**src/common/opp_pkg.sv**
```systemverilog
/*
 * Shared constants and types for the one-time PROM programming controller.
 * Assumes a single 50 MHz clock and a device held active by the controller's own reset output,
 * with its supply-select output raised only for writes, never for reads.
 */
package opp_pkg;

    localparam int ADDR_W     = 17;
    localparam int DATA_W     = 8;
    localparam int PAGE_BYTES = 4;
    localparam int PAGE_W     = DATA_W * PAGE_BYTES;
    localparam int TMR_W      = 16;

    // Clock and pin timing
    localparam int CLK_NS     = 20;
    localparam int PULSE_NS   = 100000;
    localparam int PULSE_CYC  = (PULSE_NS + CLK_NS - 1) / CLK_NS;
    localparam int SETTLE_NS  = 80;
    localparam int SETTLE_CYC = (SETTLE_NS + CLK_NS - 1) / CLK_NS;
    localparam int SYNC_CYC   = 2;

    localparam int MAX_TRIES  = 10;
    localparam logic [ADDR_W-1:0] LAST_ADDR = 17'h0EFFF;

    typedef enum logic [1:0] {
        OPP_READ,
        OPP_BYTE_WR,
        OPP_PAGE_WR
    } opp_op_t;

    typedef enum logic [2:0] {
        OPP_IDLE,
        OPP_SUPPLY,
        OPP_LATCH,
        OPP_PULSE,
        OPP_RECOV,
        OPP_VERIFY,
        OPP_RDWAIT,
        OPP_DONE
    } opp_state_t;

endpackage

```
**src/opp_timer.sv**
```systemverilog
/*
 * Down counter for pin timing: loads len on start, pulses done when one is left.
 * Assumes start is a one-cycle pulse from logic on the same clock.
 */
`timescale 1ns/1ps
module opp_timer #(
    parameter int W = 16
) (
    input  wire logic         clk,
    input  wire logic         rst,
    input  wire logic         start,
    input  wire logic [W-1:0] len,
    output logic              done
);

    typedef struct packed {
        logic [W-1:0] cnt;
    } opp_tmr_state_t;

    opp_tmr_state_t q_r;
    opp_tmr_state_t q_nxt;

    always_comb begin
        q_nxt = q_r;
        if (start) begin
            q_nxt.cnt = len;
        end else if (q_r.cnt != '0) begin
            q_nxt.cnt = q_r.cnt - W'(1);
        end
    end

    always_ff @(posedge clk) begin
        if (rst) begin
            q_r <= '0;
        end else begin
            q_r <= q_nxt;
        end
    end

    assign done = (q_r.cnt == W'(1));

endmodule

```
**src/opp_programmer.sv**
```systemverilog
/*
 * Programmer that drives a one-time PROM through its address, data and strobe pins:
 * read, byte write and four-byte page write, each write verified with retries.
 * Assumes commands from logic on clk; data_pins_i comes from the pin and is synchronised.
 */
`timescale 1ns/1ps
// Function
// - Page latch: chip select high, output gate low, strobe high, four bytes latched.
// - After latching, one 0.1 ms low strobe pulse with select and gate high.
// - After page write, verify with select and gate both low.
// - Repeat pulse then verify, at most 10 attempts in total.
// - Byte write: 0.1 ms pulse, select low, gate high; then gate low verifies.
// - Verify after every write before moving on.
// - For reading, present the address first, then select read mode.
// - Interface works only with device reset low and programming supply raised; reads here run with the supply low.
// - Write only addresses 0000H to EFFFH.
module opp_programmer #(
    parameter int PULSE_CYC  = opp_pkg::PULSE_CYC,
    parameter int SETTLE_CYC = opp_pkg::SETTLE_CYC
) (
    input  wire logic                               clk,
    input  wire logic                               rst,
    input  wire logic                               cmd_valid,
    output logic                                    cmd_ready,
    input  wire opp_pkg::opp_op_t                   cmd_op,
    input  wire logic [opp_pkg::ADDR_W-1:0]         cmd_addr,
    input  wire logic [opp_pkg::PAGE_W-1:0]         cmd_data,
    output logic                                    rsp_valid,
    output logic                                    rsp_ok,
    output logic [opp_pkg::DATA_W-1:0]              rsp_data,
    output logic [3:0]                              rsp_attempts,
    output logic [opp_pkg::ADDR_W-1:0]              address_pins,
    output logic [opp_pkg::DATA_W-1:0]              data_pins_o,
    input  wire logic [opp_pkg::DATA_W-1:0]         data_pins_i,
    output logic                                    data_pins_oe,
    output logic                                    chip_select_low,
    output logic                                    output_gate_low,
    output logic                                    program_strobe_low,
    output logic                                    prog_supply_high,
    output logic                                    device_reset_low
);

    localparam int VER_MAX = 64;
    localparam logic [opp_pkg::TMR_W-1:0] PULSE_LEN  = opp_pkg::TMR_W'(PULSE_CYC - 1);
    localparam logic [opp_pkg::TMR_W-1:0] SETTLE_LEN = opp_pkg::TMR_W'(SETTLE_CYC - 1);
    localparam logic [opp_pkg::TMR_W-1:0] SAMPLE_LEN =
        opp_pkg::TMR_W'(SETTLE_CYC + opp_pkg::SYNC_CYC - 1);

    typedef struct packed {
        opp_pkg::opp_state_t         st;
        opp_pkg::opp_op_t            op;
        logic [opp_pkg::ADDR_W-1:0]  base;
        logic [opp_pkg::PAGE_W-1:0]  wdata;
        logic [1:0]                  idx;
        logic [3:0]                  tries;
        logic                        ce_n;
        logic                        oe_n;
        logic                        pgm_n;
        logic                        vpp;
        logic                        doe;
        logic [opp_pkg::ADDR_W-1:0]  a;
        logic [opp_pkg::DATA_W-1:0]  dout;
        logic [opp_pkg::DATA_W-1:0]  s1;
        logic [opp_pkg::DATA_W-1:0]  s2;
        logic                        rv;
        logic                        ok;
        logic [opp_pkg::DATA_W-1:0]  rd;
        logic                        go;
        logic [opp_pkg::TMR_W-1:0]   len;
    } opp_main_state_t;

    opp_main_state_t q_r;
    opp_main_state_t q_nxt;
    logic            tmr_done;

    ////////////////////////////////////////////////////////////////////////////
    // Helpers

    function automatic logic [opp_pkg::DATA_W-1:0] opp_byte(
        input logic [opp_pkg::PAGE_W-1:0] w,
        input logic [1:0]                 i
    );
        opp_byte = w[i*opp_pkg::DATA_W +: opp_pkg::DATA_W];
    endfunction

    // Standby pins: select, gate and strobe high, data released
    function automatic opp_main_state_t opp_standby(input opp_main_state_t s);
        opp_main_state_t r;
        r       = s;
        r.ce_n  = 1'b1;
        r.oe_n  = 1'b1;
        r.pgm_n = 1'b1;
        r.doe   = 1'b0;
        return r;
    endfunction

    function automatic opp_main_state_t opp_finish(input opp_main_state_t s, input logic good);
        opp_main_state_t r;
        r     = opp_standby(s);
        r.st  = opp_pkg::OPP_DONE;
        r.vpp = 1'b0;
        r.ok  = good;
        return r;
    endfunction

    // Start one program pulse and count it as an attempt
    function automatic opp_main_state_t opp_pulse(input opp_main_state_t s);
        opp_main_state_t r;
        r       = s;
        r.st    = opp_pkg::OPP_PULSE;
        r.tries = s.tries + 4'h1;
        r.pgm_n = 1'b0;
        r.oe_n  = 1'b1;
        if (s.op == opp_pkg::OPP_PAGE_WR) begin
            r.ce_n = 1'b1;
            r.doe  = 1'b0;
        end else begin
            r.ce_n = 1'b0;
            r.doe  = 1'b1;
            r.a    = s.base;
            r.dout = opp_byte(s.wdata, 2'h0);
        end
        r.go  = 1'b1;
        r.len = PULSE_LEN;
        return r;
    endfunction

    ////////////////////////////////////////////////////////////////////////////
    // Sequencer

    always_comb begin
        q_nxt    = q_r;
        q_nxt.go = 1'b0;
        q_nxt.rv = 1'b0;
        q_nxt.s1 = data_pins_i;
        q_nxt.s2 = q_r.s1;
        case (q_r.st)
            opp_pkg::OPP_IDLE: begin
                q_nxt = opp_standby(q_nxt);
                if (cmd_valid) begin
                    q_nxt.op    = cmd_op;
                    q_nxt.wdata = cmd_data;
                    q_nxt.idx   = 2'h0;
                    q_nxt.tries = 4'h0;
                    q_nxt.base  = (cmd_op == opp_pkg::OPP_PAGE_WR) ?
                                  {cmd_addr[opp_pkg::ADDR_W-1:2], 2'h0} : cmd_addr;
                    if (cmd_op != opp_pkg::OPP_READ && cmd_addr > opp_pkg::LAST_ADDR) begin
                        q_nxt = opp_finish(q_nxt, 1'b0);
                    end else if (cmd_op == opp_pkg::OPP_READ) begin
                        q_nxt.a   = cmd_addr;
                        q_nxt.st  = opp_pkg::OPP_RDWAIT;
                        q_nxt.go  = 1'b1;
                        q_nxt.len = SETTLE_LEN;
                    end else begin
                        q_nxt.vpp = 1'b1;
                        q_nxt.st  = opp_pkg::OPP_SUPPLY;
                        q_nxt.go  = 1'b1;
                        q_nxt.len = SETTLE_LEN;
                    end
                end
            end
            opp_pkg::OPP_SUPPLY: begin
                if (tmr_done && !q_r.go) begin
                    if (q_r.op == opp_pkg::OPP_PAGE_WR) begin
                        q_nxt.st    = opp_pkg::OPP_LATCH;
                        q_nxt.ce_n  = 1'b1;
                        q_nxt.oe_n  = 1'b0;
                        q_nxt.pgm_n = 1'b1;
                        q_nxt.doe   = 1'b1;
                        q_nxt.a     = q_r.base;
                        q_nxt.dout  = opp_byte(q_r.wdata, 2'h0);
                        q_nxt.go    = 1'b1;
                        q_nxt.len   = SETTLE_LEN;
                    end else begin
                        q_nxt = opp_pulse(q_nxt);
                    end
                end
            end
            opp_pkg::OPP_LATCH: begin
                if (tmr_done && !q_r.go) begin
                    if (q_r.idx == 2'h3) begin
                        q_nxt = opp_pulse(q_nxt);
                    end else begin
                        q_nxt.idx  = q_r.idx + 2'h1;
                        q_nxt.a    = {q_r.base[opp_pkg::ADDR_W-1:2], q_r.idx + 2'h1};
                        q_nxt.dout = opp_byte(q_r.wdata, q_r.idx + 2'h1);
                        q_nxt.go   = 1'b1;
                        q_nxt.len  = SETTLE_LEN;
                    end
                end
            end
            opp_pkg::OPP_PULSE: begin
                if (tmr_done && !q_r.go) begin
                    q_nxt.pgm_n = 1'b1;
                    q_nxt.st    = opp_pkg::OPP_RECOV;
                    q_nxt.go    = 1'b1;
                    q_nxt.len   = SETTLE_LEN;
                end
            end
            opp_pkg::OPP_RECOV: begin
                // Release data before the gate opens so the two drivers never fight
                q_nxt.doe = 1'b0;
                if (tmr_done && !q_r.go) begin
                    q_nxt.st   = opp_pkg::OPP_VERIFY;
                    q_nxt.ce_n = 1'b0;
                    q_nxt.oe_n = 1'b0;
                    q_nxt.idx  = 2'h0;
                    q_nxt.a    = q_r.base;
                    q_nxt.go   = 1'b1;
                    q_nxt.len  = SAMPLE_LEN;
                end
            end
            opp_pkg::OPP_VERIFY: begin
                if (tmr_done && !q_r.go) begin
                    q_nxt.rd = q_r.s2;
                    if (q_r.s2 == opp_byte(q_r.wdata, q_r.idx)) begin
                        if (q_r.op == opp_pkg::OPP_PAGE_WR && q_r.idx != 2'h3) begin
                            q_nxt.idx = q_r.idx + 2'h1;
                            q_nxt.a   = {q_r.base[opp_pkg::ADDR_W-1:2], q_r.idx + 2'h1};
                            q_nxt.go  = 1'b1;
                            q_nxt.len = SAMPLE_LEN;
                        end else begin
                            q_nxt = opp_finish(q_nxt, 1'b1);
                        end
                    end else if (q_r.tries == 4'(opp_pkg::MAX_TRIES)) begin
                        q_nxt = opp_finish(q_nxt, 1'b0);
                    end else begin
                        q_nxt = opp_pulse(q_nxt);
                    end
                end
            end
            opp_pkg::OPP_RDWAIT: begin
                // Address stood for one settle time; now enter read mode
                if (tmr_done && !q_r.go) begin
                    if (q_r.ce_n) begin
                        q_nxt.ce_n = 1'b0;
                        q_nxt.oe_n = 1'b0;
                        q_nxt.go   = 1'b1;
                        q_nxt.len  = SAMPLE_LEN;
                    end else begin
                        q_nxt.rd = q_r.s2;
                        q_nxt    = opp_finish(q_nxt, 1'b1);
                    end
                end
            end
            opp_pkg::OPP_DONE: begin
                q_nxt.rv = 1'b1;
                q_nxt.st = opp_pkg::OPP_IDLE;
            end
            default: begin
                q_nxt = opp_finish(q_nxt, 1'b0);
            end
        endcase
    end

    always_ff @(posedge clk) begin
        if (rst) begin
            q_r       <= '0;
            q_r.st    <= opp_pkg::OPP_IDLE;
            q_r.ce_n  <= 1'b1;
            q_r.oe_n  <= 1'b1;
            q_r.pgm_n <= 1'b1;
        end else begin
            q_r <= q_nxt;
        end
    end

    opp_timer #(
        .W (opp_pkg::TMR_W)
    ) u_timer (
        .clk   (clk),
        .rst   (rst),
        .start (q_r.go),
        .len   (q_r.len),
        .done  (tmr_done)
    );

    ////////////////////////////////////////////////////////////////////////////
    // Outputs

    assign cmd_ready          = (q_r.st == opp_pkg::OPP_IDLE) && !rst;
    assign rsp_valid          = q_r.rv;
    assign rsp_ok             = q_r.ok;
    assign rsp_data           = q_r.rd;
    assign rsp_attempts       = q_r.tries;
    assign address_pins       = q_r.a;
    assign data_pins_o        = q_r.dout;
    assign data_pins_oe       = q_r.doe;
    assign chip_select_low    = q_r.ce_n;
    assign output_gate_low    = q_r.oe_n;
    assign program_strobe_low = q_r.pgm_n;
    assign prog_supply_high   = q_r.vpp;
    assign device_reset_low   = 1'b0;

    ////////////////////////////////////////////////////////////////////////////
    // Checks

    logic [opp_pkg::TMR_W-1:0] low_cnt_r;

    always_ff @(posedge clk) begin
        if (rst || program_strobe_low) begin
            low_cnt_r <= '0;
        end else begin
            low_cnt_r <= low_cnt_r + opp_pkg::TMR_W'(1);
        end
    end
endmodule

```
**config.mk**
```make
export PLATFORM = sky130hd
export DESIGN_NAME = opp_programmer
export DESIGN_NICKNAME = d
export VERILOG_FILES = /design/src/common/opp_pkg.sv /design/src/opp_timer.sv /design/src/opp_programmer.sv
export SDC_FILE = /design/constraint.sdc
export NUM_CORES = 1
export LEC_CHECK = 0
export ABC_AREA = 1
export BUFFER_PORTS_ARGS = -buffer_cell sky130_fd_sc_hd__buf_4
export CORE_UTILIZATION = 56
export CTS_CLUSTER_SIZE = 40
export DETAILED_ROUTE_END_ITERATION = 7
export GPL_TIMING_DRIVEN = 1
export PLACE_DENSITY = 0.9
export SYNTH_ARGS = -nofsm -noshare
export SYNTH_HDL_FRONTEND = slang
export SYNTH_SLANG_ARGS = --single-unit
```
**constraint.sdc**
```tcl
create_clock -name clk -period 2.3 [get_ports clk]
set_input_delay 0.345 -clock clk [delete_from_list [all_inputs] [get_ports clk]]
set_output_delay 0.345 -clock clk [all_outputs]
set_load 0.02 [all_outputs]
```
; Yosys cells after proc, flatten, opt, wreduce, memory -nomap -nowiden
; Index checks and enable logic that the tools add are counted.
[classes]
add_sub_neg = 3
magnitude_cmp = 1
eq_ne = 38
n_shift = 2
n_mux = 59
bitwise_logic = 5
reduce_logical = 33
[ops]
columns = cell, count
row1 = 133-bit two-way mux, 7
row2 = 51-bit case mux with 5 select lines, 1
row3 = 54-bit two-way mux, 3
row4 = 17-bit two-way mux, 9
row5 = 24-bit case mux with 5 select lines, 1
row6 = 17-bit case mux with 7 select lines, 1
row7 = 18-bit case mux with 6 select lines, 1
row8 = 32-bit by 6-bit indexed part select with 8-bit output, 2
row9 = 60-bit two-way mux, 1
row10 = 25-bit two-way mux, 2
row11 = 10-bit AND reduction, 5
row12 = 9-bit case mux with 5 select lines, 1
row13 = 2-bit inequality test (second input constant), 20
row14 = 16-bit two-way mux, 2
row15 = 9-bit two-way mux, 3
row16 = 13-bit two-way mux, 2
row17 = 2-bit case mux with 6 select lines, 2
row18 = 3-bit case mux with 8 select lines, 1
row19 = 8-bit AND reduction, 3
row20 = 4-bit case mux with 5 select lines, 1
row21 = 17-bit by 16-bit > comparator with 1-bit output (second input constant), 1
row22 = 16-bit by 1-bit == test with 1-bit output (second input constant), 1
row23 = 16-bit nonzero test, 1
row24 = 16-bit by 1-bit subtractor with 16-bit output (second input constant), 1
row25 = other kinds (32), 69
[totals]
register_bits = 149
input_bits = 62
elab_cells = 162

; Logic depth before layout (Yosys ltp)
; Gate-level depths: netlist of the first run.
[depth]
word_depth = 6
ltp_mapped = 19
depth_no_buf = 16

; Hierarchy
; A second synthesis of the first run with hierarchy kept.
[unflattened]
cells_unflattened = 1283
hier_area_um2 = 8080.2
[modules_own_cells]
columns = mod, instances, cells_each, area_per_inst_um2
row1 = opp_programmer, 1, 1110, 6989.2
row2 = opp_timer, 1, 173, 1091.0

; Worst setup path after synthesis of the first run
; Ideal clock, no wire load.
[synth_timing]
kind = reg-to-reg
from = register q_r[77] (netlist bit)
to = register q_r[2] (netlist bit)
arrival_ns = 1.796
setup_slack_ns = 0.371
stages_incl_launch_ff = 17
synth_period_minus_slack_ns = 1.929
cell_sequence = dfxtp_1 -> buf_6 -> buf_6 -> nand2_1 -> nand3_1 -> nand3_1 -> nand2_1 -> nand2_1 -> nor2_4 -> nand2_2 -> buf_6 -> nand3_4 -> nand2_1 -> nor2_2 -> inv_1 -> nand2_1 -> a21oi_1
[synth_via]
elab_chain_len = 5
[synth_lines]
columns = element, line
row1 = from (decl), opp_programmer.sv:72  ; opp_main_state_t q_r;
row2 = from (signal assigned), opp_programmer.sv:264  ; q_r <= q_nxt;
row3 = 32-bit by 6-bit indexed part select with 8-bit output, opp_programmer.sv:83  ; opp_byte = w[i*opp_pkg::DATA_W +: opp_pkg::DATA_W];
row4 = 8-bit == test, opp_programmer.sv:216  ; if (q_r.s2 == opp_byte(q_r.wdata, q_r.idx)) begin
row5 = 133-bit two-way mux, opp_programmer.sv:216
row6 = 133-bit two-way mux, opp_programmer.sv:214  ; if (tmr_done && !q_r.go) begin
row7 = 17-bit case mux with 7 select lines, opp_programmer.sv:137  ; case (q_r.st)
; Parallel ways exist; a longest one is shown, timed or not. The select of a mux whose other input is x is not followed.
; A chain may end at the register's enable or synchronous reset.

; Final worst setup path of the first run
[layout_timing]
from = register u_timer.q_r[9] (netlist bit)
to = register q_r (netlist bit data_pins_o[3])
[layout_via]
elab_chain_len = 4
[layout_lines]
columns = element, line
row1 = from (decl), opp_timer.sv:20  ; opp_tmr_state_t q_r;
row2 = from (signal assigned), opp_timer.sv:36  ; q_r <= q_nxt;
row3 = 16-bit by 1-bit == test with 1-bit output (*), opp_timer.sv:40  ; assign done = (q_r.cnt == W'(1));
row4 = 1-bit logical AND (*), n/a
row5 = 2-bit inequality test (no source line), n/a
row6 = 8-bit AND reduction (no source line) (*), n/a
; Every way passes the cells marked *; elsewhere a longest branch is shown, timed or not.

==> flow_metrics.tcl, run 1 <==
set metrics [dict create \
    ys_seq_area_frac 0.3348 \
    synth_compound_area_frac 0.2016 \
    overflow 0 \
    rrSetupSlack_ns -0.01 \
    fmax_ghz 0.4320 \
    timing.rr.start "u_timer.q_r[9]" \
    r2r_cells 12 \
    finalSetupViolations 2 \
    antenna_found_initial 0 \
    synth.avg_cell_area_sq_um 6.182 \
    pre_cts_ws_ns 0.01519 \
    start_util 0.5811 \
    layout_setup_ws_ns -0.01491 \
    n_antenna_cell 0 \
    critical_path_class "reg2reg" \
    seq_power_share 0.285 \
    violations "negative setup slack" \
    portBuffers 106 \
    dr_total_vias 9198 \
    drtIter0Drc 1229 \
    wl_per_cell_um 16.33 \
    p_sw_frac 0.4745 \
    synth_nets 1393 \
    ys_warn_count 0 \
    skew_ns 0.006772 \
    cts_made_buffers 17 \
    cts_buffer_depth 2 \
    viasPerCell 5.745 \
    cts_tree "done" \
    worst_pin_slew_ns 0.6479 \
    finish.instance_area_sq_um 10030 \
    fin_crit_ns 2.315 \
    clock-root-buffer "clkbuf_16" \
    nNetsFinal 1476 \
    timing.slew.headroom 0.5664 \
    drtAntennaViolNets 0 \
    vdd_drop_max_mv 0.7301 \
    dp_hpwl_um 17490 \
    hold_start "data_pins_i[6]" \
    final_common_cell "nand2_1" \
    synth-simple-area-share 0.3061 \
    p_leak_nw 4.664 \
    hold_ws_ns 0.1066 \
    ys_types 37 \
    clk_pin_slew_worst_paths_ns 0.06 \
    synth_top_family_by_area "simple AND/OR/NAND/NOR gates" \
    syn-cell-area_sq_um 8192 \
    cp-end-kind "register" \
    synth_fa_ha_area_frac 0.009165 \
    cp-start-kind "register" \
    fin_crit_sh 1.006 \
    synthXorXnorAreaFrac 0.004277 \
    post_dp_cell_area_sq_um 9010 \
    cp-endpoint "data_pins_o[3]" \
    drt_pass1_iterations 8 \
    p_int_w 0.006835 \
    grt_pass1_wl_um 38870 \
    dieHeight_um 122.9 \
    htree_levels 4 \
    grt_util_all_layers 0.3327 \
    arrival_ns 2.68 \
    cp-startpoint "u_timer.q_r[9]" \
    rsz0062_at_grt "true" \
    clkPwrFrac 0.196 \
    cp_max_fo 8 \
    pwr-share-comb 0.519 \
    required_ns 2.66 \
    p_per_area_nw_per_um2 1296 \
    layout_common_cells "nand2_1, o21ai_0, nor2_1, inv_1, buf_4" \
    hold_viol 0 \
    cap_violations 0 \
    switchingPower_w 0.006171 \
    final_max_slew_viol_count 0 \
    total_power_w 0.01301 \
    ioPinCount 108 \
    grt_pass1_vias 8167 \
    die_area_sq_um 15120 \
    postSynthCellCount 1325 \
    drive_gt1_frac 0.1949 \
    wl_um 26150 \
    fin_util 0.7119 \
    die_w_um 122.9 \
    rr_endpoint "data_pins_o[3]" \
    drc 0 \
    core-area_sq_um 14100 \
    synth_seq_cells 137 \
    place_congestion 1.005 \
    status "complete, but fails checks" \
    synthMuxAreaShare 0 \
    insertion_delay_ns 0.43 \
    row_count 43 \
    clock_sinks 137 \
    grt_max_degree 56 \
    area_growth_pct 22.50 \
    hold_path_class "in2reg" \
]
-- kinds of logic (layout without fill, tap and decap cells) --
group,after synthesis,in the layout
compound gates,319,319
xor+xnor,4,4
fa+ha+maj,6,6
buf+inv,260,353
flops,137,137
other cells,1,1
simple gates,598,601
-- worst max-delay path, stage by stage (launching register included) --
cell and delay [ns]:
dfxtp_1 0.34, nor2_2 0.17, nand3_2 0.12, nor2_4 0.22, nand2_2 0.11, nor2_4 0.23, clkinvlp_4 0.21, nor3_4 0.25
buf_12 0.15, nand2_4 0.10, nor2_2 0.11, nand2_1 0.08, a21oi_2 0.14
-- per-stage QoR --
stage / std cells / setup TNS, ns
6_report: 1601 / -0.01833
5_1_grt: 1601 / -2.210
4_1_cts: 1581 / 0
3_5_place_dp: 1549 / 0
3_3_place_gp: 1549 / 0
2_1_floorplan: 1325 / 0
-- power by group through the flow --
stage	clock network (W)	logic (W)	registers [W]
after CTS	0.00257	0.00602	0.00363
final	0.00255	0.00675	0.00370
after global placement	0	0.00580	0.00366
after floorplan	0	0.00457	0.00349
after global routing	0.00268	0.00744	0.00375
after detailed placement	0	0.00595	0.00366
-- registers in the layout, indices dropped and copies added, names as in the netlist --
signal	cells
q_r	77
chip_select_low	1
data_pins_oe	1
prog_supply_high	1
program_strobe_low	1
output_gate_low	1
address_pins	17
data_pins_o	8
rsp_valid	1
u_timer.q_r	16
rsp_ok	1
rsp_data	8
rsp_attempts	4
-- routing by layer --
layer  vias to the layer above  track usage  share of wire
met2                       535       0.5232           0.45
met5                         -            0              0
li1                       4391            -              -
met1                      4189       0.4415           0.41
met4                         0       0.1311          0.028
met3                        83      0.07472           0.11
-- repair_timing --
item / 4_1_cts / 5_1_grt
hold buffers: 0 / 0
gates cloned: 0 / 8
resized for setup: 1 / 68
endpoints found under the setup margin: 2 / 42
pin swaps: 0 / 30
buffers inserted: 0 / 12
-- Yosys cell counts --
library cell / number / share of area
dfxtp_1: 137 / 0.33
a21o_1: 1 / 0.00092
o31ai_1: 2 / 0.0018
nor2_4: 5 / 0.0069
a41oi_1: 1 / 0.0011
nand3b_1: 1 / 0.00092
nand2_1: 320 / 0.15
nand3_4: 3 / 0.0064
nor2_1: 162 / 0.074
a31oi_1: 5 / 0.0038
buf_6: 4 / 0.0055
ha_1: 6 / 0.0092
buf_2: 10 / 0.0061
conb_1: 1 / 0.00046
clkbuf_1: 41 / 0.019
nor2_2: 9 / 0.0069
o21ai_0: 158 / 0.097
o21ai_1: 1 / 0.00061
buf_4: 42 / 0.038
a21boi_2: 1 / 0.0014
inv_2: 5 / 0.0023
inv_1: 155 / 0.071
o2111ai_1: 2 / 0.0021
nor4_1: 3 / 0.0023
nand4_1: 15 / 0.011
nand3_1: 68 / 0.042
o21ai_2: 1 / 0.0011
a21oi_1: 139 / 0.085
buf_1: 3 / 0.0014
xor2_1: 3 / 0.0032
xnor2_1: 1 / 0.0011
o21a_1: 3 / 0.0027
nand2_2: 2 / 0.0015
nor3_1: 8 / 0.0049
o211ai_1: 4 / 0.0037
nor3_2: 2 / 0.0024
a22oi_1: 1 / 0.00092
-- worst min-delay path by stage --
stage,to,slack (ns),cells after the start
after floorplan,q_r[27],0.39,2
after global placement,q_r[33],0.39,2
after CTS,q_r[39],0.10,3
final,q_r[41],0.11,3
after detailed placement,q_r[32],0.39,2
after global routing,q_r[39],0.11,3
-- final cells by class --
class                           count  area (sq um)
Multi-Input combinational cell    931          4513
Timing Repair Buffer              161          1394
Sequential cell                   137          2748
Inverter                          160         609.3
Clock buffer                       17         425.4
Clock inverter                     15         120.1
Tap cell                          180         225.2
Fill cell                        1151          4061
Power figures use the tool's default switching activity.
==> run 2, diff against run 1 <==
--- a/config.mk
+++ b/config.mk
@@ -7,11 +7,12 @@
 export LEC_CHECK = 0
 export ABC_AREA = 1
 export BUFFER_PORTS_ARGS = -buffer_cell sky130_fd_sc_hd__buf_4
-export CORE_UTILIZATION = 56
+export CAP_MARGIN = 20
+export CORE_UTILIZATION = 45
 export CTS_CLUSTER_SIZE = 40
 export DETAILED_ROUTE_END_ITERATION = 7
 export GPL_TIMING_DRIVEN = 1
-export PLACE_DENSITY = 0.9
+export PLACE_DENSITY_LB_ADDON = 0.2
 export SYNTH_ARGS = -nofsm -noshare
 export SYNTH_HDL_FRONTEND = slang
 export SYNTH_SLANG_ARGS = --single-unit
==> run 2 against run 1 <==
Net effect: critical path type unchanged; core utilization fell by 14 points; the flow now finishes without violations; count of clock-buffer cells in the layout up 2; register-to-register slack better by 0.15 ns; worst setup slack better by 0.15 ns; largest power group unchanged; critical endpoint is now address_pins[11]; routed wire length is 3.3% lower; clock skew barely moved.
==> flow_metrics.tcl, run 2 (synthesized netlist as in run 1, its figures left out) <==
set metrics [dict create \
    p_sw_frac 0.4578 \
    cpPeakStageDelay_ns 0.37 \
    top_register "q_r" \
    grt_pass1_wl_um 40370 \
    fmax_ghz 0.4613 \
    status "complete, no violations" \
    cp_max_fo 25 \
    final_common_cell "nand2_1" \
    fin_crit_sh 0.9424 \
    cp_top_family "simple AND/OR/NAND/NOR gates" \
    fin_crit_ns 2.168 \
    final_max_slew_viol_count 0 \
    drt_pass1_iterations 5 \
    drtAntennaViolNets 0 \
    met1_usage 0.3564 \
    dr_total_vias 8733 \
    portBuffers 106 \
    place_congestion 0.9536 \
    slowest_stage "dfxtp_4" \
    wl_um 25280 \
    path_depth 15 \
    clk_pin_slew_worst_paths_ns 0.06 \
    hold_path_class "in2reg" \
    area_growth_pct 21.63 \
    cp-end-kind "register" \
    clock_sinks 137 \
    path_common_cell "nand2_1" \
    largest_register_ffs 77 \
    vdd_drop_max_mv 0.6724 \
    viasPerCell 5.277 \
    p_int_w 0.007017 \
    nNetsFinal 1485 \
    clkPwrFrac 0.205 \
    cts_tree "done" \
    required_ns 2.60 \
    switchingPower_w 0.005924 \
    dieHeight_um 136.9 \
    cp_num_buf_inv 3 \
    hold_viol 0 \
    grt_busiest_layer "met2" \
    ioPinCount 108 \
    insertion_delay_ns 0.43 \
    die_area_sq_um 18750 \
    layout.cells.non_filler 1655 \
    hold_ws_ns 0.1103 \
    r2r_cells 15 \
    finish.instance_area_sq_um 9963 \
    skew_ns 0.006591 \
    overflow 0 \
    grt_max_degree 41 \
    wl_per_cell_um 15.27 \
    grt_util_all_layers 0.2756 \
    p_per_area_nw_per_um2 1299 \
    seq_power_share 0.282 \
    layout_common_cells "nand2_1, buf_4, nor2_1, o21ai_0, inv_1" \
    core-area_sq_um 17540 \
    row_count 48 \
    cts_made_buffers 17 \
    grt_pass1_vias 7968 \
    worst_pin_slew_ns 0.5623 \
    cp-start-kind "register" \
    cap_violations 0 \
    htree_levels 4 \
    drive_gt1_frac 0.1769 \
    start_util 0.4671 \
    pwr-share-comb 0.513 \
    hold_path_depth 3 \
    drc 0 \
    n_antenna_cell 0 \
    dp_hpwl_um 18260 \
    arrival_ns 2.47 \
    cts_buffer_depth 2 \
    die_w_um 136.9 \
    finalSetupViolations 0 \
    rrSetupSlack_ns 0.13 \
    drtIter0Drc 776 \
    critical_path_class "reg2reg" \
    timing.slew.headroom 0.6238 \
    clock-root-buffer "clkbuf_16" \
    grtUsageMet2 0.4526 \
    path_cells "buf_12 > nand2_1 > nand3_1 > nand2_1 > nand2_1 > nand2_1 > nand2_1 > nor2_4 > buf_4 > nand4_1 > nand3_4 > clkbuf_16 > nor2_2 > nand2_1 > a21oi_1" \
    grtUsageMet3 0.05185 \
    post_dp_cell_area_sq_um 9256 \
    antenna_found_initial 0 \
    place_inst 1621 \
    p_leak_nw 4.643 \
]
-- run 2: changes by cell type in the layout (fill, tap and decap cells not counted), sizes merged --
cell	before	now
clkbuf	21	20
buf	157	172
nand3	73	71
clkinv	8	4
clkinvlp	3	4
inv	164	165
nand2	323	322
-- run 2: power groups by stage --
stage / clock network (W) / registers, W / logic [W]
after CTS: 0.00268 / 0.00362 / 0.00637
after detailed placement: 0 / 0.00365 / 0.00632
after floorplan: 0 / 0.00349 / 0.00457
after global placement: 0 / 0.00366 / 0.00627
after global routing: 0.00279 / 0.00372 / 0.00745
final: 0.00265 / 0.00365 / 0.00664
-- run 2: timing repair --
item,in CTS,in global routing
setup buffers,0,1
endpoints found under the setup margin,1,42
gates cloned,0,1
hold buffers,0,0
pin swaps,0,8
resized for setup,1,36
-- run 2: metal layers --
metal | share of wire | vias to the layer above
li1 | - | 4401
met1 | 0.44 | 3955
met2 | 0.47 | 322
met3 | 0.060 | 55
met4 | 0.028 | 0
met5 | 0 | -
-- run 2: metrics by stage --
| step | setup TNS (ns) | setup slack (ns) | total power [W] | util |
|---|---|---|---|---|
| after floorplan | 0 | 0.3714 | 0.008064 | - |
| after global placement | 0 | 0.07322 | 0.009931 | 0.5278 |
| after detailed placement | 0 | 0.02950 | 0.009971 | 0.5278 |
| after CTS | 0 | 0.04492 | 0.01266 | 0.5604 |
| after global routing | -0.1321 | -0.04944 | 0.01396 | 0.5681 |
| final | 0 | 0.1324 | 0.01294 | 0.5681 |
-- run 2: final cells by class --
class / instances / area, sq um
repair buffers: 173 / 1411
clock buffers: 19 / 452.9
clock inverters: 13 / 112.6
multi-input cells: 928 / 4348
flip-flops and latches: 137 / 2749
well taps: 225 / 281.5
inverters: 160 / 608.1
fillers: 1754 / 7574
-- run 2: worst min-delay path, delay by kind of cell --
kind	cells	cell delay (ns)
buffers and inverters	2	0.10
and+or+nand+nor	1	0.06
-- run 2: worst paths after layout --
| kind | start | endpoint |
|---|---|---|
| setup / recovery | q_r[77] | address_pins[11] |
| hold / removal | data_pins_i[0] | q_r[35] |
| setup reg to reg | q_r[77] | address_pins[11] |
| hold reg to reg | q_r[42] | q_r[34] |
